**src/verilog/trc_pkg.sv**
```systemverilog
/*
 * trc_pkg: register map, field positions, resync policy codes and
 * filter modes of the tv encoder field resync control block.
 * assumes a byte-addressed register port with 12 address bits.
 */
`default_nettype none
package trc_pkg;
    localparam int          ADDR_W      = 12;
    localparam logic [11:0] CTRL_OFS    = 12'h814;
    localparam logic [11:0] STAT_OFS    = 12'h820;
    localparam logic [31:0] CTRL_RESET  = 32'h00000000;
    // field positions of the control word
    localparam int FILT_LSB  = 29;
    localparam int HREF_BIT  = 28;
    localparam int POL_LSB   = 24;
    localparam int RSVD_LSB  = 16;
    localparam int IVAL_LSB  = 12;
    localparam int P16_BIT   = 11;
    // value software is expected to keep in bits 20:16
    localparam logic [4:0] RSVD_VALUE = 5'h02;
    localparam logic [4:0] PLUS16     = 5'h10;
    // status word positions
    localparam int ST_CNT_LSB = 0;
    localparam int ST_ODD_BIT = 5;
    localparam int ST_VS_BIT  = 6;
    localparam int ST_NRES_LSB = 8;
    localparam int SYNC_STAGES = 2;

    typedef enum logic [3:0] {
        POL_ODD      = 4'h0,
        POL_EVEN     = 4'h2,
        POL_DONE_ODD = 4'h4,
        POL_ONE_ODD  = 4'h5,
        POL_DONE_EVN = 4'h6,
        POL_ONE_EVN  = 4'h7,
        POL_PER_ODD  = 4'h8,
        POL_PER_EVN  = 4'ha,
        POL_EVERY    = 4'he
    } trc_policy_e;

    typedef enum logic [1:0] {
        FILT_QUARTER = 2'h0,
        FILT_HALF    = 2'h1,
        FILT_OFF     = 2'h2,
        FILT_RSVD    = 2'h3
    } trc_filt_e;
endpackage
`default_nettype wire

```
**src/verilog/trc_pix_if.sv**
```systemverilog
/*
 * trc_pix_if: carries filter mode and three vertical neighbour
 * samples from the control block to the flicker filter, and the result back.
 * assumes both ends run on the same encoder pixel clock.
 */
`timescale 1ns/1ns
`default_nettype none
interface trc_pix_if #(parameter int W = 8);
    logic [1:0]   mode;
    logic [W-1:0] above;
    logic [W-1:0] cur;
    logic [W-1:0] below;
    logic [W-1:0] result;
    modport ctrl (output mode, above, cur, below, input result);
    modport filt (input mode, above, cur, below, output result);
endinterface
`default_nettype wire

```
**src/verilog/trc_ctrl.sv**
```systemverilog
/*
 * trc_ctrl: control register, horizontal reference select, flicker filter
 * mode and frame-sync driven encoder timing reset.
 * assumes one pixel clock; the frame sync and field parity come from
 * the graphics display controller and are resynchronised here.
 */
// Function
// - filter code 00 applies weights 1/4, 1/2, 1/4
// - filter code 01 applies weights 1/2, 1, 1/2
// - filter code 10 passes lines unfiltered; software avoids code 11
// - bit 28 picks encoder line sync (1) or output-stage line sync (0)
// - frame sync pulse resets encoder timing per policy in bits 27:24
// - policy 0000 resets every odd field, 0010 every even field
// - policy 0101 resets once at next odd field, then reads 0100
// - policy 0111 resets once at next even field, then reads 0110
// - policy 1000/1010 resets once per programmed number of odd/even fields
// - policy 1110 resets every field; software avoids other codes
// - bits 15:12 hold frames between resets minus one
// - interval bits only matter under policy 1000 or 1010
// - bit 11 adds sixteen frames to the interval
`timescale 1ns/1ns
`default_nettype none
module trc_ctrl
    import trc_pkg::*;
#(
    parameter int PIX_W = 8
) (
    input  wire logic              i_clk,         // pixel clock, 10 MHz
    input  wire logic              i_rst,         // sync reset, high
    input  wire logic [ADDR_W-1:0] i_addr,        // register byte address
    input  wire logic [31:0]       i_wdata,       // write data
    input  wire logic              i_wr,          // write strobe
    input  wire logic              i_rd,          // read strobe
    output logic      [31:0]       o_rdata,       // read data, next cycle
    input  wire logic              i_vsync,       // frame sync, async
    input  wire logic              i_field_odd,   // field parity, async
    input  wire logic              i_hsync_out,   // output-stage line sync
    input  wire logic              i_hsync_enc,   // encoder line sync
    output logic                   o_hsync_ref,   // chosen line sync
    output logic                   o_enc_reset,   // encoder timing reset
    input  wire logic [PIX_W-1:0]  i_pix_above,   // sample, line above
    input  wire logic [PIX_W-1:0]  i_pix_cur,     // sample, current line
    input  wire logic [PIX_W-1:0]  i_pix_below,   // sample, line below
    output logic      [PIX_W-1:0]  o_pix          // filtered sample
);
    if (PIX_W < 2 || PIX_W > 16) begin : g_bad_pix_w
        $error("trc_ctrl: PIX_W out of range");
    end

    typedef struct packed {
        logic [1:0]  filt;
        logic        href;
        logic [3:0]  policy;
        logic [4:0]  rsvd;
        logic [15:0] lo;
        logic [4:0]  cnt;
        logic        prev_vs;
        logic        enc_rst;
        logic        hs_ref;
        logic [7:0]  nres;
        logic [31:0] rdata;
    } trc_ctrl_s;

    trc_ctrl_s   q;
    trc_ctrl_s   next_q;
    logic [1:0]  sync_q;
    logic        vs_s;
    logic        odd_s;
    logic        rise;
    logic [4:0]  term;
    logic        periodic;
    logic        step;
    logic        hit;
    logic        wr_ctrl;

    trc_pix_if #(.W(PIX_W)) pif ();

    trc_sync2 #(
        .W (2)
    ) u_sync (
        .i_clk (i_clk),
        .i_rst (i_rst),
        .i_d   ({i_vsync, i_field_odd}),
        .o_q   (sync_q)
    );

    trc_flicker u_flt (
        .i_clk (i_clk),
        .i_rst (i_rst),
        .pif   (pif.filt)
    );

    assign vs_s  = sync_q[1];
    assign odd_s = sync_q[0];

    assign pif.mode  = q.filt;
    assign pif.above = i_pix_above;
    assign pif.cur   = i_pix_cur;
    assign pif.below = i_pix_below;

    // frames between resets, minus one, with optional sixteen added
    function automatic logic [4:0] interval_term(input logic [15:0] lo);
        logic [4:0] base;
        base = {1'b0, lo[IVAL_LSB+3:IVAL_LSB]};
        return base + (lo[P16_BIT] ? PLUS16 : 5'h00);
    endfunction

    // read view of the control word; reserved 31 and 23:21 read zero
    function automatic logic [31:0] ctrl_word(input trc_ctrl_s s);
        return {1'b0, s.filt, s.href, s.policy, 3'b000, s.rsvd, s.lo};
    endfunction

    assign rise     = vs_s & ~q.prev_vs;
    assign term     = interval_term(q.lo);
    assign wr_ctrl  = i_wr && (i_addr == CTRL_OFS);
    assign periodic = (q.policy == POL_PER_ODD) || (q.policy == POL_PER_EVN);

    // which field edges count toward and end the periodic interval
    always_comb begin
        step = 1'b0;
        hit  = 1'b0;
        unique case (q.policy)
            POL_ODD:      hit = odd_s;
            POL_EVEN:     hit = ~odd_s;
            POL_ONE_ODD:  hit = odd_s;
            POL_ONE_EVN:  hit = ~odd_s;
            POL_PER_ODD: begin
                step = odd_s;
                hit  = odd_s && (q.cnt >= term);
            end
            POL_PER_EVN: begin
                step = ~odd_s;
                hit  = ~odd_s && (q.cnt >= term);
            end
            POL_EVERY:    hit = 1'b1;
            // spent one-shots and reserved codes never reset
            default: begin
                step = 1'b0;
                hit  = 1'b0;
            end
        endcase
    end

    always_comb begin
        next_q         = q;
        next_q.prev_vs = vs_s;
        next_q.enc_rst = 1'b0;
        next_q.hs_ref  = q.href ? i_hsync_enc : i_hsync_out;

        if (rise) begin
            if (hit) begin
                next_q.enc_rst = 1'b1;
                next_q.cnt     = 5'h00;
                next_q.nres    = q.nres + 8'h01;
                if (q.policy == POL_ONE_ODD) begin
                    next_q.policy = POL_DONE_ODD;
                end
                if (q.policy == POL_ONE_EVN) begin
                    next_q.policy = POL_DONE_EVN;
                end
            end else if (step) begin
                next_q.cnt = q.cnt + 5'h01;
            end
        end

        // interval state is meaningless outside the periodic codes
        if (!periodic) begin
            next_q.cnt = 5'h00;
        end

        // a write lands after the hardware update, so a rearm wins
        if (wr_ctrl) begin
            next_q.filt   = i_wdata[FILT_LSB+1:FILT_LSB];
            next_q.href   = i_wdata[HREF_BIT];
            next_q.policy = i_wdata[POL_LSB+3:POL_LSB];
            next_q.rsvd   = i_wdata[RSVD_LSB+4:RSVD_LSB];
            next_q.lo     = i_wdata[15:0];
            next_q.cnt    = 5'h00;
        end

        next_q.rdata = 32'h00000000;
        if (i_rd) begin
            if (i_addr == CTRL_OFS) begin
                next_q.rdata = ctrl_word(q);
            end else if (i_addr == STAT_OFS) begin
                next_q.rdata[ST_CNT_LSB+4:ST_CNT_LSB]   = q.cnt;
                next_q.rdata[ST_ODD_BIT]                = odd_s;
                next_q.rdata[ST_VS_BIT]                 = vs_s;
                next_q.rdata[ST_NRES_LSB+7:ST_NRES_LSB] = q.nres;
            end
        end
    end

    always_ff @(posedge i_clk) begin
        if (i_rst) begin
            q        <= '0;
            q.filt   <= CTRL_RESET[FILT_LSB+1:FILT_LSB];
            q.href   <= CTRL_RESET[HREF_BIT];
            q.policy <= CTRL_RESET[POL_LSB+3:POL_LSB];
            q.rsvd   <= CTRL_RESET[RSVD_LSB+4:RSVD_LSB];
            q.lo     <= CTRL_RESET[15:0];
        end else begin
            q <= next_q;
        end
    end

    assign o_rdata     = q.rdata;
    assign o_hsync_ref = q.hs_ref;
    assign o_enc_reset = q.enc_rst;
    assign o_pix       = pif.result;

    AST_ODD_EVERY: assert property (@(posedge i_clk) disable iff (i_rst)
        (q.policy == POL_ODD && rise && odd_s) |=> o_enc_reset)
        else $error("odd field did not reset encoder");

    AST_EVEN_EVERY: assert property (@(posedge i_clk) disable iff (i_rst)
        (q.policy == POL_EVEN && rise) |=> (o_enc_reset == !$past(odd_s)))
        else $error("even policy reset on wrong field");

    AST_ONE_ODD: assert property (@(posedge i_clk) disable iff (i_rst)
        (q.policy == POL_ONE_ODD && rise && odd_s && !wr_ctrl)
        |=> o_enc_reset && q.policy == POL_DONE_ODD
        ##1 !o_enc_reset [*3])
        else $error("one-shot odd did not fire once and retire");

    AST_ONE_EVN: assert property (@(posedge i_clk) disable iff (i_rst)
        (q.policy == POL_ONE_EVN && rise && !odd_s && !wr_ctrl)
        |=> o_enc_reset && q.policy == POL_DONE_EVN)
        else $error("one-shot even did not fire and retire");

    AST_SPENT_QUIET: assert property (@(posedge i_clk) disable iff (i_rst)
        (q.policy == POL_DONE_ODD || q.policy == POL_DONE_EVN) |=> !o_enc_reset)
        else $error("spent one-shot reset the encoder");

    AST_EVERY: assert property (@(posedge i_clk) disable iff (i_rst)
        (q.policy == POL_EVERY && rise) |=> o_enc_reset)
        else $error("every-field policy missed a field");

    AST_ONLY_ON_SYNC: assert property (@(posedge i_clk) disable iff (i_rst)
        !rise |=> !o_enc_reset)
        else $error("encoder reset without a frame sync edge");

    AST_HREF: assert property (@(posedge i_clk) disable iff (i_rst)
        ##1 o_hsync_ref == ($past(q.href) ? $past(i_hsync_enc) : $past(i_hsync_out)))
        else $error("line sync reference not the selected source");

    AST_PER_FIRE: assert property (@(posedge i_clk) disable iff (i_rst)
        (q.policy == POL_PER_ODD && rise && odd_s && q.cnt == term) |=> o_enc_reset)
        else $error("periodic odd reset missed its interval");

    AST_PLUS16: assert property (@(posedge i_clk) disable iff (i_rst)
        (periodic && q.lo[P16_BIT] && q.cnt < PLUS16) |=> !o_enc_reset)
        else $error("plus sixteen interval ended early");

    AST_IGNORE_IVAL: assert property (@(posedge i_clk) disable iff (i_rst)
        !periodic |-> q.cnt == 5'h00)
        else $error("interval counter ran outside periodic policy");

    AST_RESTART: assert property (@(posedge i_clk) disable iff (i_rst)
        o_enc_reset |-> q.cnt == 5'h00)
        else $error("frame count not restarted at encoder reset");

    AST_INTERVAL: assert property (@(posedge i_clk) disable iff (i_rst)
        (periodic && rise && step && q.cnt < term) |=> !o_enc_reset)
        else $error("periodic reset before interval elapsed");

    AST_WR_FILT: assert property (@(posedge i_clk) disable iff (i_rst)
        wr_ctrl
        |=> q.filt == $past(i_wdata[FILT_LSB+1:FILT_LSB]))
        else $error("written filter code not applied");

    AST_WR_HREF: assert property (@(posedge i_clk) disable iff (i_rst)
        wr_ctrl
        |=> q.href == $past(i_wdata[HREF_BIT]))
        else $error("written line sync select not applied");

    AST_WR_POLICY: assert property (@(posedge i_clk) disable iff (i_rst)
        wr_ctrl
        |=> q.policy == $past(i_wdata[POL_LSB+3:POL_LSB]))
        else $error("written resync policy not applied");

    AST_WR_CLEAR: assert property (@(posedge i_clk) disable iff (i_rst)
        wr_ctrl
        |=> q.cnt == 5'h00)
        else $error("control write did not restart the frame count");

    AST_PULSE_ONE: assert property (@(posedge i_clk) disable iff (i_rst)
        o_enc_reset
        |=> !o_enc_reset)
        else $error("encoder reset longer than one cycle");

    AST_NRES: assert property (@(posedge i_clk) disable iff (i_rst)
        o_enc_reset
        |-> q.nres == $past(q.nres) + 8'h01)
        else $error("reset counter missed an encoder reset");

    AST_ODD_SKIP: assert property (@(posedge i_clk) disable iff (i_rst)
        (q.policy == POL_ODD && rise && !odd_s)
        |=> !o_enc_reset)
        else $error("odd policy reset on an even field");

    AST_ONE_ODD_WAIT: assert property (@(posedge i_clk) disable iff (i_rst)
        (q.policy == POL_ONE_ODD && rise && !odd_s)
        |=> !o_enc_reset)
        else $error("one-shot odd fired on an even field");

    AST_ONE_ODD_HOLD: assert property (@(posedge i_clk) disable iff (i_rst)
        (q.policy == POL_ONE_ODD && !(rise && odd_s) && !wr_ctrl)
        |=> q.policy == POL_ONE_ODD)
        else $error("one-shot odd retired before its reset");

    AST_ONE_EVN_WAIT: assert property (@(posedge i_clk) disable iff (i_rst)
        (q.policy == POL_ONE_EVN && rise && odd_s)
        |=> !o_enc_reset)
        else $error("one-shot even fired on an odd field");

    AST_ONE_EVN_HOLD: assert property (@(posedge i_clk) disable iff (i_rst)
        (q.policy == POL_ONE_EVN && !(rise && !odd_s) && !wr_ctrl)
        |=> q.policy == POL_ONE_EVN)
        else $error("one-shot even retired before its reset");

    AST_PER_EVN_FIRE: assert property (@(posedge i_clk) disable iff (i_rst)
        (q.policy == POL_PER_EVN && rise && !odd_s && q.cnt == term)
        |=> o_enc_reset)
        else $error("periodic even reset missed its interval");

    AST_PER_PARITY: assert property (@(posedge i_clk) disable iff (i_rst)
        (periodic && rise && (odd_s ^ (q.policy == POL_PER_ODD)))
        |=> !o_enc_reset)
        else $error("periodic reset on the wrong field parity");

    AST_CNT_STEP: assert property (@(posedge i_clk) disable iff (i_rst)
        (periodic && rise && step && q.cnt < term && !wr_ctrl)
        |=> q.cnt == $past(q.cnt) + 5'h01)
        else $error("matching field not counted");

    AST_CNT_BOUND: assert property (@(posedge i_clk) disable iff (i_rst)
        periodic
        |-> q.cnt <= term)
        else $error("frame count ran past the interval");

    AST_RESERVED_QUIET: assert property (@(posedge i_clk) disable iff (i_rst)
        !(q.policy inside {POL_ODD, POL_EVEN, POL_ONE_ODD, POL_ONE_EVN,
                           POL_PER_ODD, POL_PER_EVN, POL_EVERY})
        |=> !o_enc_reset)
        else $error("spent or reserved policy reset the encoder");

endmodule // trc_ctrl
`default_nettype wire

```
**src/verilog/trc_sync2.sv**
```systemverilog
/*
 * trc_sync2: two-flop synchroniser for level inputs from another domain.
 * assumes the inputs are slow levels; no pulse shorter than two clocks.
 */
`timescale 1ns/1ns
`default_nettype none
module trc_sync2 #(
    parameter int W = 2
) (
    input  wire logic         i_clk,  // pixel clock
    input  wire logic         i_rst,  // sync reset, high
    input  wire logic [W-1:0] i_d,    // async levels
    output logic      [W-1:0] o_q     // synchronised levels
);
    typedef struct packed {
        logic [W-1:0] s1;
        logic [W-1:0] s2;
    } trc_sync_s;
    trc_sync_s q;
    trc_sync_s next_q;
    if (W < 1) begin : g_bad_w
        $error("trc_sync2: W must be at least 1");
    end
    // first stage feeds only the second
    always_comb begin
        next_q    = q;
        next_q.s1 = i_d;
        next_q.s2 = q.s1;
    end
    always_ff @(posedge i_clk) begin
        if (i_rst) begin
            q <= '0;
        end else begin
            q <= next_q;
        end
    end
    assign o_q = q.s2;
endmodule // trc_sync2
`default_nettype wire

```
**src/verilog/trc_flicker.sv**
```systemverilog
/*
 * trc_flicker: three-tap vertical flicker filter, one registered result.
 * assumes the caller supplies the samples of three adjacent lines.
 */
`timescale 1ns/1ns
`default_nettype none
module trc_flicker
    import trc_pkg::*;
(
    input  wire logic i_clk,  // pixel clock
    input  wire logic i_rst,  // sync reset, high
    trc_pix_if.filt   pif     // mode, samples, result
);
    localparam int W = $bits(pif.cur);
    typedef struct packed {
        logic [W-1:0] pix;
    } trc_flt_s;
    trc_flt_s   q;
    trc_flt_s   next_q;
    logic [W+1:0] sum;
    logic [W+1:0] half;
    assign sum  = {2'b00, pif.above} + {1'b0, pif.cur, 1'b0} + {2'b00, pif.below};
    assign half = sum >> 1;
    always_comb begin
        next_q = q;
        unique case (trc_filt_e'(pif.mode))
            FILT_QUARTER: next_q.pix = sum[W+1:2];
            // unity centre weight can exceed full scale, so saturate
            FILT_HALF:    next_q.pix = (half[W+1:W] != 2'b00) ?
                                       {W{1'b1}} : half[W-1:0];
            FILT_OFF:     next_q.pix = pif.cur;
            FILT_RSVD:    next_q.pix = pif.cur;
        endcase
    end
    always_ff @(posedge i_clk) begin
        if (i_rst) begin
            q <= '0;
        end else begin
            q <= next_q;
        end
    end
    assign pif.result = q.pix;

    AST_FILT_QUARTER: assert property (@(posedge i_clk) disable iff (i_rst)
        pif.mode == FILT_QUARTER |=> pif.result == $past(sum[W+1:2]))
        else $error("quarter filter result wrong");
    AST_FILT_OFF: assert property (@(posedge i_clk) disable iff (i_rst)
        pif.mode == FILT_OFF |=> pif.result == $past(pif.cur))
        else $error("bypass did not pass the centre line");
    AST_FILT_HALF: assert property (@(posedge i_clk) disable iff (i_rst)
        (pif.mode == FILT_HALF && half[W+1:W] == 2'b00)
        |=> pif.result == $past(half[W-1:0]))
        else $error("half filter result wrong");
endmodule // trc_flicker
`default_nettype wire

```
**config.mk**
```make
export PLATFORM = sky130hd
export DESIGN_NAME = trc_ctrl
export DESIGN_NICKNAME = d
export VERILOG_FILES = /design/src/verilog/trc_pkg.sv /design/src/verilog/trc_pix_if.sv /design/src/verilog/trc_ctrl.sv /design/src/verilog/trc_sync2.sv /design/src/verilog/trc_flicker.sv
export SDC_FILE = /design/constraint.sdc
export NUM_CORES = 1
export LEC_CHECK = 0
export ABC_AREA = 1
export BUFFER_PORTS_ARGS = -buffer_cell sky130_fd_sc_hd__buf_2
export CORE_UTILIZATION = 47
export DETAILED_ROUTE_END_ITERATION = 6
export PLACE_DENSITY = 0.76
export SLEW_MARGIN = 40
export SYNTH_ARGS = -nofsm -noshare
export SYNTH_HDL_FRONTEND = slang
export SYNTH_SLANG_ARGS = --single-unit
export TNS_END_PERCENT = 10
```
**constraint.sdc**
```tcl
create_clock -name i_clk -period 2.3 [get_ports i_clk]
set_clock_uncertainty 0.05 [all_clocks]
set_input_delay 0.23 -clock i_clk [delete_from_list [all_inputs] [get_ports i_clk]]
set_output_delay 0.23 -clock i_clk [all_outputs]
set_load 0.05 [all_outputs]
```
Word-level counts from Yosys, hierarchy flattened --
Index checks and enable logic that the tools add are counted.
Cells by class: $add $sub $neg 5, multiply operators 0, divide/modulo/power cells 0, magnitude comparators 1, equality and inequality tests 11, shift-type cells 0, mux-type cells 20, bitwise operators 7, reductions and logical operators 20
Operator list (count):
- 30-bit 2-to-1 mux | 1
- 5-bit 2-to-1 mux | 5
- 12-bit equality test (second input constant) | 2
- 8-bit 2-to-1 mux | 3
- 8-bit case mux with 3 select lines | 1
- 4-bit 2-to-1 mux | 4
- 7-bit 2-to-1 mux | 2
- 4-bit equality test (second input constant) | 3
- 10-bit by 8-bit adder with 10-bit output | 1
- 8-bit by 9-bit adder with 10-bit output | 1
- 2-bit OR reduction | 5
- 8-bit by 1-bit adder with 8-bit output (second input constant) | 1
- 4-bit by 3-bit equality test with 1-bit output (second input constant) | 2
- 1-bit inverter | 6
- 2-bit nonzero test | 3
- 3-bit OR reduction | 2
- 4-bit by 5-bit adder with 5-bit output | 1
- 5-bit by 1-bit adder with 5-bit output (second input constant) | 1
- 5-bit greater-or-equal comparator | 1
- 1-bit case mux with 5 select lines | 1
- 2-bit equality test (second input constant) | 2
- 4-bit by 2-bit equality test with 1-bit output (second input constant) | 1
- 4-bit zero test | 1
- 2-bit AND reduction | 2
- other kinds (9) | 12
Word-level totals: bits in registers 88, bits in latches 0, memory bits (writable) 0, memory bits (read-only) 0, output and inout port bits 42, word-level logic and storage cells 79, memories 0

Depth between registers and ports, before layout --
depth in word-level cells 9, mapped depth 14, mapped depth without buffers 14

Modules after synthesis --
A second synthesis with hierarchy kept.
Second synthesis, totals: cells, all modules 562, area, all modules 4304.1 µm²
Modules (own cells, without submodules):
- trc_ctrl | instances 1, cells an instance 406, area each 3184.3 µm², seq. area each 1441.4 µm²
- trc_flicker | instances 1, cells an instance 144, area each 1009.7 µm², seq. area each 160.2 µm²
- trc_sync2 | instances 1, cells an instance 12, area each 110.1 µm², seq. area each 80.1 µm²

Worst setup path before layout --
OpenSTA, ideal clock, no wires.
kind input to register, start point input port i_pix_above[1], end point register u_flt.q (netlist bit u_flt.pif.result[6]), arrival 2.109 ns, required time 2.185 ns, path slack 0.076 ns, stages on the path 13, path through fa_1 > ha_1 > inv_1 > fa_1 > inv_1 > nand3_1 > nand3_1 > nand2_1 > nand3_1 > inv_1 > a21boi_0 > nor2_1 > nor2_1
Between the ends: longest elaborated chain between the ends 4
Ends and longest elaborated chain:
- start: declaration | line trc_ctrl.sv:41 | input wire logic [PIX_W-1:0] i_pix_above,
- 8-bit by 9-bit adder with 10-bit output (*) | line trc_flicker.sv:22 | assign sum = {2'b00, pif.above} + {1'b0, pif.cur, 1'b0} + {2'b00, pif.below};
- 10-bit by 8-bit adder with 10-bit output (*) | line trc_flicker.sv:22
- 8-bit 2-to-1 mux | line trc_flicker.sv:29 | FILT_HALF: next_q.pix = (half[W+1:W] != 2'b00) ?
- 8-bit case mux with 3 select lines (*) | line trc_flicker.sv:26 | unique case (trc_filt_e'(pif.mode))
- end signal: assignment | line trc_flicker.sv:39 | q <= next_q;
- end: declaration | line trc_flicker.sv:18 | trc_flt_s q;
Every way passes the cells marked *; elsewhere a longest branch is shown, timed or not. A chain may end at the register's enable or synchronous reset.

Final worst setup path --
Ends and elaborated chain as after synthesis.

==> flow_summary.rst <==
.. list-table::
   :header-rows: 1

   * - Metric
     - Value
   * - Average routed wire per standard cell
     - about 13 um
   * - Remaining Overflow, GRT
     - 0
   * - Worst reg-to-reg setup slack
     - about 0.46 ns
   * - Total of hold buffers inserted after clock tree synthesis
     - 0
   * - Actual slew at the worst max-slew pin
     - 0.545 ns
   * - Number of buffers inserted to repair setup after CTS
     - 0
   * - Period utilisation layout
     - between 90% and 100%
   * - Hold path startpoint
     - i_vsync
   * - Total of buffers placed on input and output ports
     - 109
   * - Post-route design area
     - approximately 0.0048 sq mm
   * - Internal power
     - around 2.1 mW
   * - Placed cell count
     - 704
   * - Num rows
     - 33
   * - Ant diodes
     - 0
   * - 1st-pass router iterations
     - 4
   * - Full die area
     - 0.00923 sq mm
   * - Share of total power consumed by net switching
     - a little under a third
   * - Clock sink count
     - 84
   * - Maximum capacitance violations
     - 0
   * - Clock Root Buffer
     - sky130_fd_sc_hd__clkbuf_8
   * - Clock buffer count from CTS
     - 9
   * - Clock power share
     - 30.8%
   * - Detailed-route wire length on metal 1
     - 4.05 mm
   * - Classification of the worst-slack hold path
     - input pin to flop
   * - Total Routed Length
     - 9.16 mm
   * - Worst max-slew margin expressed relative to the limit
     - ~64%
   * - P_leak
     - approximately 2.2 nW
   * - Clock edge transition at the registers on the reported setup and hold paths
     - 0.08 ns
   * - Achievable frequency
     - between 0.4 and 0.5 GHz
   * - Total of cells resized after clock tree synthesis
     - 0
   * - Half-perimeter wire length after placement
     - 6.79 mm
   * - Seq pwr share
     - 49.5%
   * - Xor/xnor share of the synthesized area
     - between 2 and 3%
   * - Core Footprint
     - 0.00838 sq mm
   * - Most repeated cell in the gate-level netlist after synthesis
     - sky130_fd_sc_hd__dfxtp_1
   * - Number of nets at the end of the flow
     - 709
   * - Crit path time final
     - 2.11 ns
   * - Category of the critical setup timing path
     - input pin to flop
   * - Ys async rst share
     - 0%
   * - Total GRT Usage
     - 20.7%
   * - Post-synth top area share
     - 40.4%
   * - Multiplexer share of the synthesized area
     - 0.241%
   * - Gate count after technology mapping
     - 525
   * - Maximum number of buffers from clock root to sink
     - 2
   * - Area added between synthesis and finish
     - 15.3%
   * - Switching power total
     - 0.941 mW
   * - Detail-routed via count per cell
     - between 5 and 6
   * - Height of the die
     - 96.1 um
   * - Max H-tree Level
     - 3
   * - IR Drop Worst-Case VDD
     - 0.000338 V
   * - Number of global-route vias before repair
     - 3371
   * - Fraction of final layout cells with drive strength greater than 1
     - 24.6%
   * - Starting DRT DRC Count
     - ~170
   * - Fraction of the yosys area taken by sequential cells
     - 40.4%
   * - Highest metal layer used by the detailed router
     - met4
   * - Synth warn
     - 0
   * - Count of placed standard cells in the final layout, fillers left out
     - 720
   * - First element of the critical path
     - i_pix_above[1]
   * - Count of unique library cells instantiated by Yosys
     - 36
   * - Total of flip-flops plus latches after synthesis
     - 84
   * - Setup-failing EPs final
     - 0
   * - Post-Synthesis Cell Area
     - 0.00416 sq mm
   * - Maximum number of pins on one net before global-route repair
     - between 50 and 60
   * - Total number of vias
     - about 3600
   * - Skew-Pair Late Insertion Delay
     - 0.35 ns
   * - Top cell type by total area after synthesis
     - sky130_fd_sc_hd__dfxtp_1
   * - Met3 Wirelength
     - 450 um
   * - Count of nets left with antenna violations after detail routing
     - 0
   * - Initial core utilization
     - 49.6%
   * - Number of pins with negative max-slew slack in the final report
     - 0
   * - Req. time, crit path
     - 2.54 ns
   * - Largest family of logic cells by synthesized area
     - simple AND/OR/NAND/NOR gates
   * - Met2 wire len
     - between 4 and 5 mm
   * - Flip-flop cell with the highest count after synthesis
     - sky130_fd_sc_hd__dfxtp_1
   * - Num ports
     - 118
   * - Mean area per synthesized cell
     - 7.92 sq um
   * - Unrepaired setup endpoints after global routing
     - false
   * - Synthesized-area fraction occupied by adder cells
     - 8.36%
   * - Commonest cells in the synthesized netlist
     - 84 x sky130_fd_sc_hd__dfxtp_1, 75 x sky130_fd_sc_hd__nand2_1, 64 x sky130_fd_sc_hd__inv_1
   * - Dpl cell area
     - 0.00462 sq mm
   * - Highest net fanout along the worst path
     - 4
   * - Synthesized-area fraction occupied by ao, oa, aoi and oai cells
     - about 14%
   * - Weighted congestion reported at the end of routability-driven placement
     - a little over 0.9
   * - Main area contributors after synthesis
     - sky130_fd_sc_hd__dfxtp_1 40%, sky130_fd_sc_hd__nand2_1 6.8%, sky130_fd_sc_hd__buf_4 5.8%
   * - Startpoint Class
     - input pin
   * - Count of unresolved DRC violations after routing
     - 0
   * - Combinational share of power
     - 19.7%
   * - Data arrival at the endpoint of the critical path
     - 2.35 ns
   * - Antenna violations before repair
     - 0
   * - Global-route wire length before repair
     - 14.7 mm
   * - Power Density
     - 632 mW/mm^2
   * - Synthesized-area fraction occupied by and/or/nand/nor cells
     - 19.9%
   * - Worst reg2reg startpoint
     - q[59]
   * - Final Hold Violating Endpoints
     - 0
   * - Critical path capture point type
     - flop
   * - CTS tree
     - yes
   * - Post-synth EDFFs
     - 0
   * - Die extent in x
     - around 96 um
   * - Status
     - finished, final reports clean
kinds of logic (layout without fill, tap and decap cells):
kind of cell / after synthesis / in the layout
DFF: 84 / 84
xor gates and xnor gates: 14 / 14
and+or+nand+nor: 184 / 184
muxes: 1 / 1
adders and majority gates: 23 / 23
buffers and inverters: 117 / 204
AOI/OAI and AO/OA: 101 / 101
other: 1 / 4
cell type report:
type                       count  area [sq um]
clock inverter                 7          52.6
sequential                    84          1680
inverter                      67           251
clock buffer                   9           124
multi-input combinational    327          1910
fill                         784          3580
tap                          105           131
timing repair buffer         121           648
worst max-delay path: stages:
cell and delay (ns):
sky130_fd_sc_hd__buf_2 0.11, sky130_fd_sc_hd__fa_1 0.54, sky130_fd_sc_hd__ha_1 0.17, sky130_fd_sc_hd__inv_1 0.05, sky130_fd_sc_hd__fa_1 0.38, sky130_fd_sc_hd__inv_1 0.09
sky130_fd_sc_hd__nand3_1 0.06, sky130_fd_sc_hd__nand3_1 0.11, sky130_fd_sc_hd__nand2_1 0.06, sky130_fd_sc_hd__nand3_1 0.12, sky130_fd_sc_hd__inv_1 0.09, sky130_fd_sc_hd__a21boi_0 0.20
sky130_fd_sc_hd__nor2_1 0.06, sky130_fd_sc_hd__nor2_1 0.08
cell usage in the layout, fill, tap and decap left out, types with 2 or more instances in the layout:
master,instances
sky130_fd_sc_hd__nand3_1,43
sky130_fd_sc_hd__clkinv_1,2
sky130_fd_sc_hd__nor3_1,3
sky130_fd_sc_hd__ha_1,15
sky130_fd_sc_hd__a21oi_1,47
sky130_fd_sc_hd__inv_1,64
sky130_fd_sc_hd__o22ai_1,8
sky130_fd_sc_hd__o22ai_2,7
sky130_fd_sc_hd__xnor2_1,5
sky130_fd_sc_hd__nand4_1,10
sky130_fd_sc_hd__clkinvlp_4,4
sky130_fd_sc_hd__nand2_2,2
sky130_fd_sc_hd__nand2_1,75
sky130_fd_sc_hd__buf_4,11
sky130_fd_sc_hd__o21ai_0,31
sky130_fd_sc_hd__conb_1,4
sky130_fd_sc_hd__a22oi_1,2
sky130_fd_sc_hd__a31oi_1,3
sky130_fd_sc_hd__clkbuf_8,9
sky130_fd_sc_hd__nor2_1,44
sky130_fd_sc_hd__dfxtp_1,84
sky130_fd_sc_hd__buf_2,109
sky130_fd_sc_hd__xor2_1,9
sky130_fd_sc_hd__fa_1,8
state kept, by name (all words and copies together), names as in the netlist:
register,count
u_sync.next_q,2
pif.mode,2
o_hsync_ref,1
u_flt.pif.result,8
q,40
u_sync.o_q,2
o_enc_reset,1
o_rdata,28
power by group through the flow:
stage / Combinational, mW / Clock [mW] / Sequential [mW]
6_report: 0.598 / 0.935 / 1.50
5_1_grt: 0.660 / 1.03 / 1.51
4_1_cts: 0.596 / 0.962 / 1.50
3_5_place_dp: 0.593 / 0 / 1.54
3_3_place_gp: 0.577 / 0 / 1.54
2_1_floorplan: 0.304 / 0 / 1.64
worst paths after layout:
path,depth (start not counted),endpoint
worst max-delay path,14,u_flt.pif.result[6]
worst min-delay path,3,u_sync.next_q[1]
worst max register to register,12,q[38]
worst min register to register,2,u_sync.o_q[1]
per-stage QoR:
step                worst slack, ns  total power [mW]  utilization (%)  setup TNS, ns  hold WS [ns]
detailed placement           -0.139              2.13             55.1         -0.799         0.348
finish                        0.194              3.03             57.2              0        0.0316
CTS                           0.229              3.06             57.2              0        0.0135
floorplan                    0.0758              1.95                -              0         0.287
global route                 0.0518              3.19             57.2              0        0.0285
global placement            -0.0864              2.11             55.1         -0.405         0.343
layer usage:
metal  track usage, %  up-vias
met3             4.50       17
li1                 -     1854
met2             34.8      115
met4             8.96        0
met1             25.4     1620
met5                0        -
(Power assumes the default switching activity.)
